[src/icap_map.svh]
/*
  Register offsets, field positions, reset values and mode codes for the
  capture block. Assumes byte addresses on an APB bus with 32-bit data.
*/
`ifndef ICAP_MAP_SVH
`define ICAP_MAP_SVH

// ----------------------------------------------------------------------
// Register offsets
// ----------------------------------------------------------------------
`define TIMER_B_CONTROL_OFS 8'h00
`define TIMER_B_COUNT_OFS 8'h04
`define CAP_CONFIG_BASE 8'h20
`define CAP_BUFFER_BASE 8'h40
`define CAP_BLOCK_MASK 8'hE0

// ----------------------------------------------------------------------
// Timer b control fields
// ----------------------------------------------------------------------
`define TB_RUN_BIT 15
`define TB_IDLE_BIT 13
`define TB_GATE_BIT 6
`define TB_PRESC_LSB 4
`define TB_CLKSRC_BIT 1
`define TIMER_B_CONTROL_RESET 16'h0000

// ----------------------------------------------------------------------
// Capture config fields and mode codes
// ----------------------------------------------------------------------
`define CAP_TBSEL_BIT 7
`define CAP_CPI_LSB 5
`define CAP_OVF_BIT 4
`define CAP_BNE_BIT 3
`define CAP_MODE_LSB 0
`define CAP_MODE_OFF 3'h0
`define CAP_MODE_EVERY 3'h1
`define CAP_MODE_FALL 3'h2
`define CAP_MODE_RISE 3'h3
`define CAP_MODE_RISE4 3'h4
`define CAP_MODE_RISE16 3'h5
`define CAP_MODE_IRQONLY 3'h7
`define FIFO_DEPTH 3'h4

`endif

[src/icap_pkg.sv]
/*
  Types shared by the capture block and its bench.
  Assumes the constants of icap_map.svh.
*/
package icap_pkg;
  // APB request from the master
  typedef struct packed {
    logic psel;
    logic penable;
    logic pwrite;
    logic [7:0] paddr;
    logic [31:0] pwdata;
  } apb_req_type;

  // Timer b control fields as stored
  typedef struct packed {
    logic run;
    logic idle_halt;
    logic gate_accumulate;
    logic [1:0] prescale_select;
    logic clock_source_select;
  } timer_ctrl_type;

  // Capture channel setup as stored
  typedef struct packed {
    logic timebase_select;
    logic [1:0] captures_per_interrupt;
    logic [2:0] mode;
  } cap_cfg_type;
endpackage

[src/input_capture_with_timebase.sv]
/*
  Timer b time base with its control register and eight input capture
  channels, each with a four-word buffer, behind an APB slave.
  Assumes pins are asynchronous, timer a's count comes from its own block
  on this clock, and the core signals idle, sleep and 32-bit pairing.
*/
`timescale 1ns/1ps
`default_nettype none
`include "icap_map.svh"

module input_capture_with_timebase (
  // Clock and reset
  input wire logic clock,
  input wire logic rst_n,
  // APB slave
  input wire icap_pkg::apb_req_type apb_req,
  output logic [31:0] prdata,
  output logic pready,
  output logic pslverr,
  // Pins and core status
  input wire logic [7:0] capture_input_pin,
  input wire logic ext_timer_clock_pin,
  input wire logic [15:0] timer_a_count,
  input wire logic pair_32bit_mode,
  input wire logic cpu_idle,
  input wire logic cpu_sleep,
  // Events
  output logic [7:0] capture_irq,
  output logic wake_request
);
  import icap_pkg::*;

  // ----------------------------------------------------------------------
  // Declarations
  // ----------------------------------------------------------------------
  timer_ctrl_type tctrl_reg;
  cap_cfg_type cfg_reg [8];
  logic [15:0] count_reg;
  logic [7:0] presc_reg;
  logic half_reg;
  logic [8:0] s1_reg, s2_reg, s3_reg, lvl_reg;
  logic [8:0] rise, fall;
  logic [15:0] fifo_mem [8][4];
  logic [1:0] wp_reg [8];
  logic [1:0] rp_reg [8];
  logic [2:0] cnt_reg [8];
  logic [7:0] ovf_reg;
  logic [3:0] pre_reg [8];
  logic [1:0] evc_reg [8];
  logic [7:0] cap_ev, ext_ev, pop;
  logic [31:0] prdata_reg;
  logic pop_ok_reg;
  logic run_eff, src_tick, tick;
  logic acc, setup, wr, mapped;
  logic [2:0] ch;

  // Last prescaler count for each divide setting
  function automatic logic [7:0] presc_last(input logic [1:0] sel);
    case (sel)
      2'h1: presc_last = 8'h07;
      2'h2: presc_last = 8'h3F;
      2'h3: presc_last = 8'hFF;
      default: presc_last = 8'h00;
    endcase
  endfunction

  // ----------------------------------------------------------------------
  // Pin synchronisers
  // ----------------------------------------------------------------------
  // Three stages; a level change counts once stages two and three agree
  always_ff @(posedge clock) begin
    if (!rst_n) begin
      s1_reg <= 9'h000;
      s2_reg <= 9'h000;
      s3_reg <= 9'h000;
      lvl_reg <= 9'h000;
    end else begin
      s1_reg <= {ext_timer_clock_pin, capture_input_pin};
      s2_reg <= s1_reg;
      s3_reg <= s2_reg;
      lvl_reg <= (s2_reg & s3_reg) | (lvl_reg & (s2_reg | s3_reg));
    end
  end
  assign rise = s2_reg & s3_reg & ~lvl_reg;
  assign fall = ~s2_reg & ~s3_reg & lvl_reg;

  // ----------------------------------------------------------------------
  // APB decode
  // ----------------------------------------------------------------------
  assign setup = apb_req.psel & ~apb_req.penable;
  assign acc = apb_req.psel & apb_req.penable;
  assign wr = acc & apb_req.pwrite;
  assign ch = apb_req.paddr[4:2];
  assign mapped = (apb_req.paddr[1:0] == 2'h0) &&
                  (apb_req.paddr == `TIMER_B_CONTROL_OFS || apb_req.paddr == `TIMER_B_COUNT_OFS ||
                   (apb_req.paddr & `CAP_BLOCK_MASK) == `CAP_CONFIG_BASE ||
                   (apb_req.paddr & `CAP_BLOCK_MASK) == `CAP_BUFFER_BASE);
  // Zero wait states; unmapped addresses answer with an error
  assign pready = 1'b1;
  assign pslverr = acc & ~mapped;
  assign prdata = prdata_reg;

  // ----------------------------------------------------------------------
  // Timer b
  // ----------------------------------------------------------------------
  // pairing voids: timer b's own controls lose effect when paired
  // idle halt: core idle stops the timer only if halt bit set
  assign run_eff = tctrl_reg.run & ~pair_32bit_mode & ~(cpu_idle & tctrl_reg.idle_halt);
  // clock source: pin rising edge, or every other cycle
  // gate accumulate: gate pin level only counts on internal clock
  assign src_tick = tctrl_reg.clock_source_select ? rise[8] :
                    (half_reg & (~tctrl_reg.gate_accumulate | lvl_reg[8]));
  assign tick = run_eff & src_tick;

  // Internal clock is half the module clock
  always_ff @(posedge clock) begin
    if (!rst_n) half_reg <= 1'b0;
    else half_reg <= ~half_reg;
  end

  // Control register, written by software
  always_ff @(posedge clock) begin
    if (!rst_n) begin
      tctrl_reg <= timer_ctrl_type'(6'h00);
    end else if (wr && mapped && apb_req.paddr == `TIMER_B_CONTROL_OFS) begin
      tctrl_reg.run <= apb_req.pwdata[`TB_RUN_BIT];
      tctrl_reg.idle_halt <= apb_req.pwdata[`TB_IDLE_BIT];
      tctrl_reg.gate_accumulate <= apb_req.pwdata[`TB_GATE_BIT];
      tctrl_reg.prescale_select <= apb_req.pwdata[`TB_PRESC_LSB +: 2];
      tctrl_reg.clock_source_select <= apb_req.pwdata[`TB_CLKSRC_BIT];
    end
  end

  // prescale divide: count only at the last prescaler step
  // count step: one per prescaled tick; software write wins
  // run control: stopped timer holds count and prescaler
  always_ff @(posedge clock) begin
    if (!rst_n) begin
      count_reg <= 16'h0000;
      presc_reg <= 8'h00;
    end else if (wr && mapped && apb_req.paddr == `TIMER_B_COUNT_OFS) begin
      count_reg <= apb_req.pwdata[15:0];
      presc_reg <= 8'h00;
    end else if (tick) begin
      if (presc_reg >= presc_last(tctrl_reg.prescale_select)) begin
        presc_reg <= 8'h00;
        count_reg <= count_reg + 16'h0001;
      end else begin
        presc_reg <= presc_reg + 8'h01;
      end
    end
  end

  // ----------------------------------------------------------------------
  // Capture event selection
  // ----------------------------------------------------------------------
  // eight channels: each decodes its own pin edges by mode
  always_comb begin
    for (int i = 0; i < 8; i++) begin
      cap_ev[i] = 1'b0;
      ext_ev[i] = 1'b0;
      case (cfg_reg[i].mode)
        `CAP_MODE_EVERY: cap_ev[i] = rise[i] | fall[i];
        `CAP_MODE_FALL: cap_ev[i] = fall[i];
        `CAP_MODE_RISE: cap_ev[i] = rise[i];
        `CAP_MODE_RISE4: cap_ev[i] = rise[i] & (pre_reg[i][1:0] == 2'h3);
        `CAP_MODE_RISE16: cap_ev[i] = rise[i] & (pre_reg[i] == 4'hF);
        // external interrupt: no capture, interrupt only
        `CAP_MODE_IRQONLY: ext_ev[i] = rise[i];
        default: cap_ev[i] = 1'b0;
      endcase
      pop[i] = acc & ~apb_req.pwrite & pop_ok_reg & (ch == 3'(i)) &
               ((apb_req.paddr & `CAP_BLOCK_MASK) == `CAP_BUFFER_BASE);
    end
  end

  // Channel setup, plus edge prescaler that restarts on any write to its own channel's setup
  always_ff @(posedge clock) begin
    for (int i = 0; i < 8; i++) begin
      if (!rst_n) begin
        cfg_reg[i] <= cap_cfg_type'(6'h00);
        pre_reg[i] <= 4'h0;
      end else if (wr && mapped && (apb_req.paddr & `CAP_BLOCK_MASK) == `CAP_CONFIG_BASE && ch == 3'(i)) begin
        cfg_reg[i].timebase_select <= apb_req.pwdata[`CAP_TBSEL_BIT];
        cfg_reg[i].captures_per_interrupt <= apb_req.pwdata[`CAP_CPI_LSB +: 2];
        cfg_reg[i].mode <= apb_req.pwdata[`CAP_MODE_LSB +: 3];
        pre_reg[i] <= 4'h0;
      end else if (rise[i]) begin
        pre_reg[i] <= pre_reg[i] + 4'h1;
      end
    end
  end

  // ----------------------------------------------------------------------
  // Capture buffers
  // ----------------------------------------------------------------------
  // four words: full buffer drops the capture and flags overflow
  // capture store, timer pick, set selects timer a
  // oldest first: read pointer walks behind the write pointer
  // Mode off empties the buffer and clears overflow; no capture or pop happens while off
  always_ff @(posedge clock) begin
    for (int i = 0; i < 8; i++) begin
      if (!rst_n) begin
        wp_reg[i] <= 2'h0;
        rp_reg[i] <= 2'h0;
        cnt_reg[i] <= 3'h0;
        ovf_reg[i] <= 1'b0;
      end else begin
        if (cfg_reg[i].mode == `CAP_MODE_OFF) begin
          rp_reg[i] <= wp_reg[i];
          cnt_reg[i] <= 3'h0;
          ovf_reg[i] <= 1'b0;
        end else begin
          if (pop[i]) rp_reg[i] <= rp_reg[i] + 2'h1;
          if (cap_ev[i] && cnt_reg[i] == `FIFO_DEPTH) ovf_reg[i] <= 1'b1;
          if (cap_ev[i] && cnt_reg[i] != `FIFO_DEPTH) begin
            fifo_mem[i][wp_reg[i]] <= cfg_reg[i].timebase_select ? timer_a_count : count_reg;
            wp_reg[i] <= wp_reg[i] + 2'h1;
            if (!pop[i]) cnt_reg[i] <= cnt_reg[i] + 3'h1;
          end else if (pop[i]) begin
            cnt_reg[i] <= cnt_reg[i] - 3'h1;
          end
        end
      end
    end
  end

  // ----------------------------------------------------------------------
  // Interrupt and wake pulses
  // ----------------------------------------------------------------------
  // capture interrupt, after 1..4, code plus one
  always_ff @(posedge clock) begin
    for (int i = 0; i < 8; i++) begin
      if (!rst_n) begin
        evc_reg[i] <= 2'h0;
        capture_irq[i] <= 1'b0;
      end else begin
        capture_irq[i] <= ext_ev[i] | (cap_ev[i] && evc_reg[i] >= cfg_reg[i].captures_per_interrupt);
        if (cfg_reg[i].mode == `CAP_MODE_OFF) evc_reg[i] <= 2'h0;
        else if (cap_ev[i])
          evc_reg[i] <= (evc_reg[i] >= cfg_reg[i].captures_per_interrupt) ? 2'h0 : evc_reg[i] + 2'h1;
      end
    end
  end

  // wake: any channel event while the core sleeps or idles
  always_ff @(posedge clock) begin
    if (!rst_n) wake_request <= 1'b0;
    else wake_request <= (cpu_sleep | cpu_idle) & |(cap_ev | ext_ev);
  end

  // ----------------------------------------------------------------------
  // Read data
  // ----------------------------------------------------------------------
  // Loaded in setup so data stands through the access cycle; a read of
  // an empty buffer returns zero and removes nothing
  always_ff @(posedge clock) begin
    if (!rst_n) begin
      prdata_reg <= 32'h0000_0000;
      pop_ok_reg <= 1'b0;
    end else if (setup) begin
      prdata_reg <= 32'h0000_0000;
      pop_ok_reg <= 1'b0;
      if (apb_req.paddr == `TIMER_B_CONTROL_OFS)
        prdata_reg <= {16'h0000, tctrl_reg.run, 1'b0, tctrl_reg.idle_halt, 6'h00, tctrl_reg.gate_accumulate,
                       tctrl_reg.prescale_select, 2'h0, tctrl_reg.clock_source_select, 1'b0};
      else if (apb_req.paddr == `TIMER_B_COUNT_OFS)
        prdata_reg <= {16'h0000, count_reg};
      else if (mapped && (apb_req.paddr & `CAP_BLOCK_MASK) == `CAP_CONFIG_BASE)
        prdata_reg <= {24'h000000, cfg_reg[ch].timebase_select, cfg_reg[ch].captures_per_interrupt,
                       ovf_reg[ch], cnt_reg[ch] != 3'h0, cfg_reg[ch].mode};
      else if (mapped && (apb_req.paddr & `CAP_BLOCK_MASK) == `CAP_BUFFER_BASE && cnt_reg[ch] != 3'h0) begin
        prdata_reg <= {16'h0000, fifo_mem[ch][rp_reg[ch]]};
        pop_ok_reg <= 1'b1;
      end
    end
  end

  // ----------------------------------------------------------------------
  // Checks
  // ----------------------------------------------------------------------
  timer_hold_a: assert property (@(posedge clock) disable iff (!rst_n)
    (!tctrl_reg.run && !wr) |=> count_reg == $past(count_reg)) else $error("timer moved while stopped");
  idle_halt_a: assert property (@(posedge clock) disable iff (!rst_n)
    (cpu_idle && tctrl_reg.idle_halt) |-> !tick) else $error("timer ticked in idle with halt set");
  pair_void_a: assert property (@(posedge clock) disable iff (!rst_n)
    (pair_32bit_mode && !wr) |=> $stable(count_reg)) else $error("timer b moved while paired");
  count_step_a: assert property (@(posedge clock) disable iff (!rst_n)
    (tick && tctrl_reg.prescale_select == 2'h0 && !wr) |=> count_reg == $past(count_reg) + 16'h0001)
    else $error("count did not step on tick");
  ext_gate_a: assert property (@(posedge clock) disable iff (!rst_n)
    (run_eff && tctrl_reg.clock_source_select) |-> tick == rise[8]) else $error("gate not ignored");
  fall_cap_a: assert property (@(posedge clock) disable iff (!rst_n)
    (cfg_reg[0].mode == `CAP_MODE_FALL && fall[0]) |-> cap_ev[0]) else $error("fall not captured");
  every_irq_a: assert property (@(posedge clock) disable iff (!rst_n)
    (cap_ev[0] && cfg_reg[0].captures_per_interrupt == 2'h0) |=> capture_irq[0]) else $error("irq missing");
  fifo_fill_a: assert property (@(posedge clock) disable iff (!rst_n)
    (cap_ev[0] && cnt_reg[0] < 3'h4 && !pop[0]) |=> cnt_reg[0] == $past(cnt_reg[0]) + 3'h1)
    else $error("capture not stored");
  oldest_read_a: assert property (@(posedge clock) disable iff (!rst_n)
    (setup && apb_req.paddr == `CAP_BUFFER_BASE && cnt_reg[0] != 3'h0)
    |=> prdata[15:0] == $past(fifo_mem[0][rp_reg[0]])) else $error("read not oldest");
endmodule // input_capture_with_timebase

`default_nettype wire

[config.mk]
export PLATFORM = sky130hd
export DESIGN_NAME = input_capture_with_timebase
export DESIGN_NICKNAME = d
export VERILOG_FILES = /design/src/icap_pkg.sv /design/src/input_capture_with_timebase.sv
export VERILOG_INCLUDE_DIRS = /design/src /design/src/src
export SDC_FILE = /design/constraint.sdc
export NUM_CORES = 1
export LEC_CHECK = 0
export BUFFER_PORTS_ARGS = -buffer_cell sky130_fd_sc_hd__buf_2
export CAP_MARGIN = 10
export CORE_MARGIN = 2
export CORE_UTILIZATION = 55
export DETAILED_ROUTE_END_ITERATION = 10
export GPL_TIMING_DRIVEN = 0
export PLACE_DENSITY = 0.72
export SYNTH_ARGS = -nofsm -noshare
export SYNTH_HDL_FRONTEND = slang
export SYNTH_SLANG_ARGS = --single-unit
export TNS_END_PERCENT = 5
[constraint.sdc]
create_clock -name clock -period 3.4 [get_ports clock]
set_input_delay 0.68 -clock clock [delete_from_list [all_inputs] [get_ports clock]]
set_output_delay 0.68 -clock clock [all_outputs]
set_load 0.005 [all_outputs]
==> impl_metrics.yaml, run 1 <==
status:
  outcome: "complete, but fails checks"
  violations: "setup timing"
yosys:
  ys_types: 79
  synth-edff-count: 664
  synth_area_leaders: "edfxtp_1 57%, mux4_2 8.1%, dfxtp_1 5.7%"
  yosysWarningCount: 0
  yosysMostFrequentCell: "edfxtp_1"
  synth-seq-cells: 765
  yosysTopAreaCellShare_pct: 56.5
  synth_area_um2: 35300
  syn_inst: 2466
  yosys.area.top_type: "edfxtp_1"
  syn_area_per_cell_um2: 14.3
  synthArstFlopShare_pct: 0
  yosys-top-cells-count: "664 x edfxtp_1, 154 x nand2_1, 154 x nor2_1, 139 x mux2_2"
  ys_seq_area_share_pct: 62.2
  ys.flop_type: "edfxtp_1"
floorplan:
  initial_core_util_pct: 55.8
  fp.coreArea_um2: 63200
  die_h_um: 257
  pin_count: 116
  die_x_um: 257
  num_rows: 92
  die-area_um2: 66200
routing:
  drtAntennaViolNets: 0
  routed_wl_um: 114000
  viasPerCell: 6.63
  drt_iter0_drc: 3214
  first_pass_iters: 8
  drt-wirelength-per-cell_um: 31.9
  vias: 23726
  drc: 0
sta:
  fin_skew_ps: 71.2
  fin_crit_ps: 3520
  slew-limit-headroom_pct: 12.7
  worst_pin_slew_ps: 1300
  setup_viol: 5
  finalCritPeriodShare_pct: 104
  clock.fmax_ghz: 0.284
  hold_violations: 0
  rsz0062_at_grt: "true"
  fin_ws_ps: -121
  slew_viol_final: 0
run:
  maxCapViolCount: 0
hold_path:
  hold_class: "primary input to register"
cells_and_area:
  multi_input_area_um2: 12500
  final_layout_size_suffix_gt1_share_pct: 22.3
  utilization_pct: 63.4
  register_area_um2: 22000
  final_nets: 2828
  largest_reg_flops: 512
  fillers: 4586
  final_area_um2: 40000
  area_delta_synth_final_pct: 13.5
worst_setup_path:
  slowest_delay_ps: 590
  crit_top_cell: "buf_4"
  worstSetupPathType: "primary input to register"
  end_kind: "register"
  cp_slowest_cell: "buf_2"
  worstPathCellList: "buf_6, buf_6, buf_4, buf_4, buf_4, buf_2, mux4_2, mux2i_1, o221ai_1, o211ai_1, o31ai_1"
  worstPathMaxFanout: 10
  critPathArrivalTime_ps: 4050
  cp-start-kind: "primary input"
  crit_required_ps: 3930
grt:
  grt_pass1_wl_um: 163000
  antenna_found_initial: 6
  overflow: 0
  grt_max_degree: 17
  first_global_vias: 23709
  grt_util_all_layers_pct: 34.6
placed_design:
  dp_hpwl_um: 79700
  globalplace.congestion: 0.976
  io_buffer_count: 81
  place_area_um2: 37200
clock_network:
  cts-htree-levels: 3
  insertion_delay_ps: 680
  root_buffer: "clkbuf_16"
  path_clk_slew_ps: 60
  cts_tree: "done"
  cts-buffers-inserted: 79
  cts.sinks: 765
  clk_path_buf_depth: 3
power_and_ir_drop:
  power_leakage_nw: 14.2
  max-vdd-ir-drop_v: 0.000486
  power_density_nw_per_um2: 518
[worst paths after layout]
| check | from | end | slack, ps | cells after the start |
|---|---|---|---|---|
| worst max-delay path | apb_req[35] | prdata[4] | -120 | 11 |
| worst max register to register | cnt_reg[2][2] | prdata[7] | -30 | 7 |
| worst min register to register | s1_reg[7] | s2_reg[7] | 440 | 1 |
| worst min-delay path | capture_input_pin[7] | s1_reg[7] | 210 | 2 |
[layout make-up]
cell class	instances	share of cell area, %
antenna	2	0.0125
buffer	130	1.72
tap	846	2.64
inverter	72	0.675
multi-input combinational	1514	31.2
clock inverter	42	1.04
sequential	765	54.8
timing repair buffer	103	2.33
clock buffer	106	5.50
[metrics by stage]
stage	setup TNS, ps	hold WS, ps	std cells	total power, W	setup WS (ps)
2_1_floorplan	0	392	2481	0.0115	438
3_3_place_gp	-103960	401	3408	0.0120	-994
3_5_place_dp	-83760	420	3426	0.0121	-1070
4_1_cts	-150	209	3574	0.0207	-150
5_1_grt	-7.55	218	3578	0.0211	-7.55
6_report	-288	207	3580	0.0208	-121
[where the power goes]
| part | switching (W) | leakage, nW | total [W] | internal [W] |
|---|---|---|---|---|
| sequential | 0.000118 | 7.03 | 0.0104 | 0.0103 |
| clock | 0.00382 | 1.28 | 0.00879 | 0.00498 |
| combinational | 0.00100 | 5.86 | 0.00155 | 0.000542 |
[layout by cell type, fill, tap and decap left out, types with 23 or more instances in the layout]
cell,synthesis,routed
o21ai_0,71,70
nand3_1,51,51
a211oi_1,25,23
mux2_2,139,139
inv_1,72,72
xnor2_1,45,45
and2_1,127,114
ha_1,90,90
nand4_1,24,24
buf_2,34,115
buf_4,34,34
nor3_1,54,54
clkbuf_16,0,81
nand2b_1,40,40
nand2_1,154,154
a21oi_1,70,69
mux2i_1,63,62
dfxtp_1,101,101
edfxtp_1,664,664
nor2_1,154,154
mux4_2,127,127
clkbuf_1,47,62
[logic make-up after synthesis]
logic type                 after synthesis  synth area share [%]
xor gates and xnor gates                62                  1.54
DFF                                    765                  62.2
muxes                                  329                  14.3
AOI/OAI and AO/OA                      301                  5.65
buffers and inverters                  202                  2.68
and+or+nand+nor                        715                  10.4
other                                    2                0.0213
adders and majority gates               90                  3.19
[metal layers]
metal  wire length (um)  up-vias  GRT usage (%)
met3              13700      462           8.37
met4               8310        6           21.1
met2              52700     1729           54.4
met5                 46        -              0
li1                   -     9775              -
met1              39400    11754           43.6
[repair_timing]
item | in CTS | in global routing
resized for setup | 21 | 15
gates cloned | 0 | 0
setup buffers | 0 | 0
hold buffers | 0 | 0
setup endpoints to repair | 252 | 181
[worst max-delay path: cells and delay by family]
kind	cells	cell delay, ps
mux	2	920
compound gates	3	560
buf+inv	6	1870
No activity file was read; power rests on OpenSTA's default activity.
==> run 2: changes to the inputs <==
Settings changed: REMOVE_ABC_BUFFERS from default to 1.
==> run 2 against run 1 <==
The run still ends with setup timing left. Clock power fell by 4.3%. Via count fell by 6.2%. Core utilization down 1.4 points. Worst setup slack got worse by 40 ps. Sequential share of layout area rose by 1.3 points. Non-clock buffer count down 128. Critical path type unchanged.
==> impl_metrics.yaml, run 2 (synthesized netlist as in run 1, its figures left out) <==
sta:
  fin_tns_setup_ps: -239
  slew_viol_final: 0
  clock.fmax_ghz: 0.281
  setup_viol: 2
  hold_violations: 0
  finalCritPeriodShare_pct: 105
  fin_crit_ps: 3560
  fin_ws_ps: -161
  worst_pin_slew_ps: 1340
  slew-limit-headroom_pct: 10.8
  fin_skew_ps: 24.0
  rsz0062_at_grt: "true"
worst_setup_path:
  worstPathCellList: "buf_16, buf_16, mux2i_1, a22oi_4, nand2_8, mux4_2, and2_0, o21ai_0, a21boi_1"
  critPathArrivalTime_ps: 4050
  crit_required_ps: 3890
  reg2reg_from: "cfg_reg[3][2]"
  end_kind: "register"
  slowest_delay_ps: 560
  cp-start-kind: "primary input"
  crit_top_cell: "buf_16"
  worstPathMaxFanout: 111
  cp-startpoint: "apb_req[35]"
  cp_slowest_cell: "a22oi_4"
  worstSetupPathType: "primary input to register"
routing:
  drt-wirelength-per-cell_um: 28.7
  routed_wl_um: 98700
  first_pass_iters: 6
  drtAntennaViolNets: 0
  drt_iter0_drc: 2728
  viasPerCell: 6.46
  vias: 22259
  drc: 0
cells_and_area:
  largest_reg_flops: 512
  final_nets: 2699
  utilization_pct: 61.9
  final_cell_mix: "664 x edfxtp_1, 154 x nand2_1, 154 x nor2_1, 139 x mux2_2, 127 x mux4_2"
  area_delta_synth_final_pct: 10.9
  final_layout_size_suffix_gt1_share_pct: 20.8
  layout_commonest_cell: "edfxtp_1"
clock_network:
  hold_buffers: 0
  clk_path_buf_depth: 3
  cts.sinks: 765
  path_clk_slew_ps: 60
  cts-buffers-inserted: 78
  cts_tree: "done"
  insertion_delay_ps: 630
  root_buffer: "clkbuf_16"
  cts-htree-levels: 3
hold_path:
  holdCritStartpoint: "capture_input_pin[5]"
  hold_class: "primary input to register"
grt:
  grt_max_degree: 112
  grt_pass1_wl_um: 143000
  antenna_found_initial: 1
  overflow: 0
  first_global_vias: 22261
  grt_util_all_layers_pct: 29.7
placed_design:
  place_ws_ps: -1390
  globalplace.congestion: 0.945
  io_buffer_count: 82
  dp_hpwl_um: 64000
floorplan:
  initial_core_util_pct: 55.8
  fp.coreArea_um2: 63200
  num_rows: 92
  pin_count: 116
  die_x_um: 257
  die_h_um: 257
  die-area_um2: 66200
status:
  violations: "setup timing"
  outcome: "complete, but fails checks"
power_and_ir_drop:
  max-vdd-ir-drop_v: 0.000439
  power_leakage_nw: 13.7
  power_density_nw_per_um2: 516
  finalPower_w: 0.0202
run:
  maxCapViolCount: 0
[run 2: cell count changes in the layout (fill, tap and decap cells not counted), moves of 5 or more]
cell	delta
buf_16	-10
and2_1	-8
clkbuf_8	-5
clkbuf_1	-41
buf_1	-11
buf_2	-35
and2_2	+6
buf_8	+5
buf_4	-27
[run 2: metal layers]
| metal | vias up | share of wire (%) | track usage [%] |
|---|---|---|---|
| met5 | - | 0 | 0 |
| met4 | 0 | 5.7 | 14.3 |
| met3 | 296 | 10 | 5.13 |
| met2 | 1256 | 48 | 48.3 |
| met1 | 11205 | 37 | 39.1 |
| li1 | 9502 | - | - |
[run 2: per-stage QoR]
| step | cells | cell area [um2] | hold WS [ps] |
|---|---|---|---|
| CTS | 3437 | 39100 | 224 |
| detailed placement | 3293 | 36500 | 411 |
| global placement | 3279 | 36100 | 403 |
| floorplan | 2351 | 34700 | 392 |
| global route | 3442 | 39100 | 242 |
| finish | 3444 | 39100 | 255 |
[run 2: worst max-delay path, delay by kind of cell]
family / cells / cell delay, ps
mux: 2 / 770
buf+inv: 2 / 810
compound gates: 3 / 1100
simple gates: 2 / 470
[run 2: area by class of cell]
type	instances	area [um2]
fillers	4624	24100
well taps	846	1060
clock buffers	106	2170
flip-flops and latches	765	22000
multi-input cells	1514	12500
repair buffers	105	835
clock inverters	34	295
diodes	2	5.00
inverters	72	274
[run 2: worst paths after layout]
check                                       end  slack (ps)  cells past startpoint
worst max register to register  fifo_mem[3][13]          70                      5
worst max-delay path                  prdata[6]        -160                      9
worst min-delay path                  s1_reg[5]         250                      2
worst min register to register         half_reg         430                      1
[run 2: report_power, final]
| part | internal [W] | total [W] | switching [W] |
|---|---|---|---|
| registers | 0.0103 | 0.0105 | 0.000171 |
| logic | 0.000529 | 0.00133 | 0.000800 |
| clock network | 0.00480 | 0.00841 | 0.00362 |
| total | 0.0156 | 0.0202 | 0.00459 |
[run 2: repair_timing]
item / CTS / global route
endpoints found under the hold margin: 0 / 0
resized for setup: 35 / 12
setup endpoints to repair: 447 / 224
gates cloned: 1 / 0
setup buffers: 3 / 0
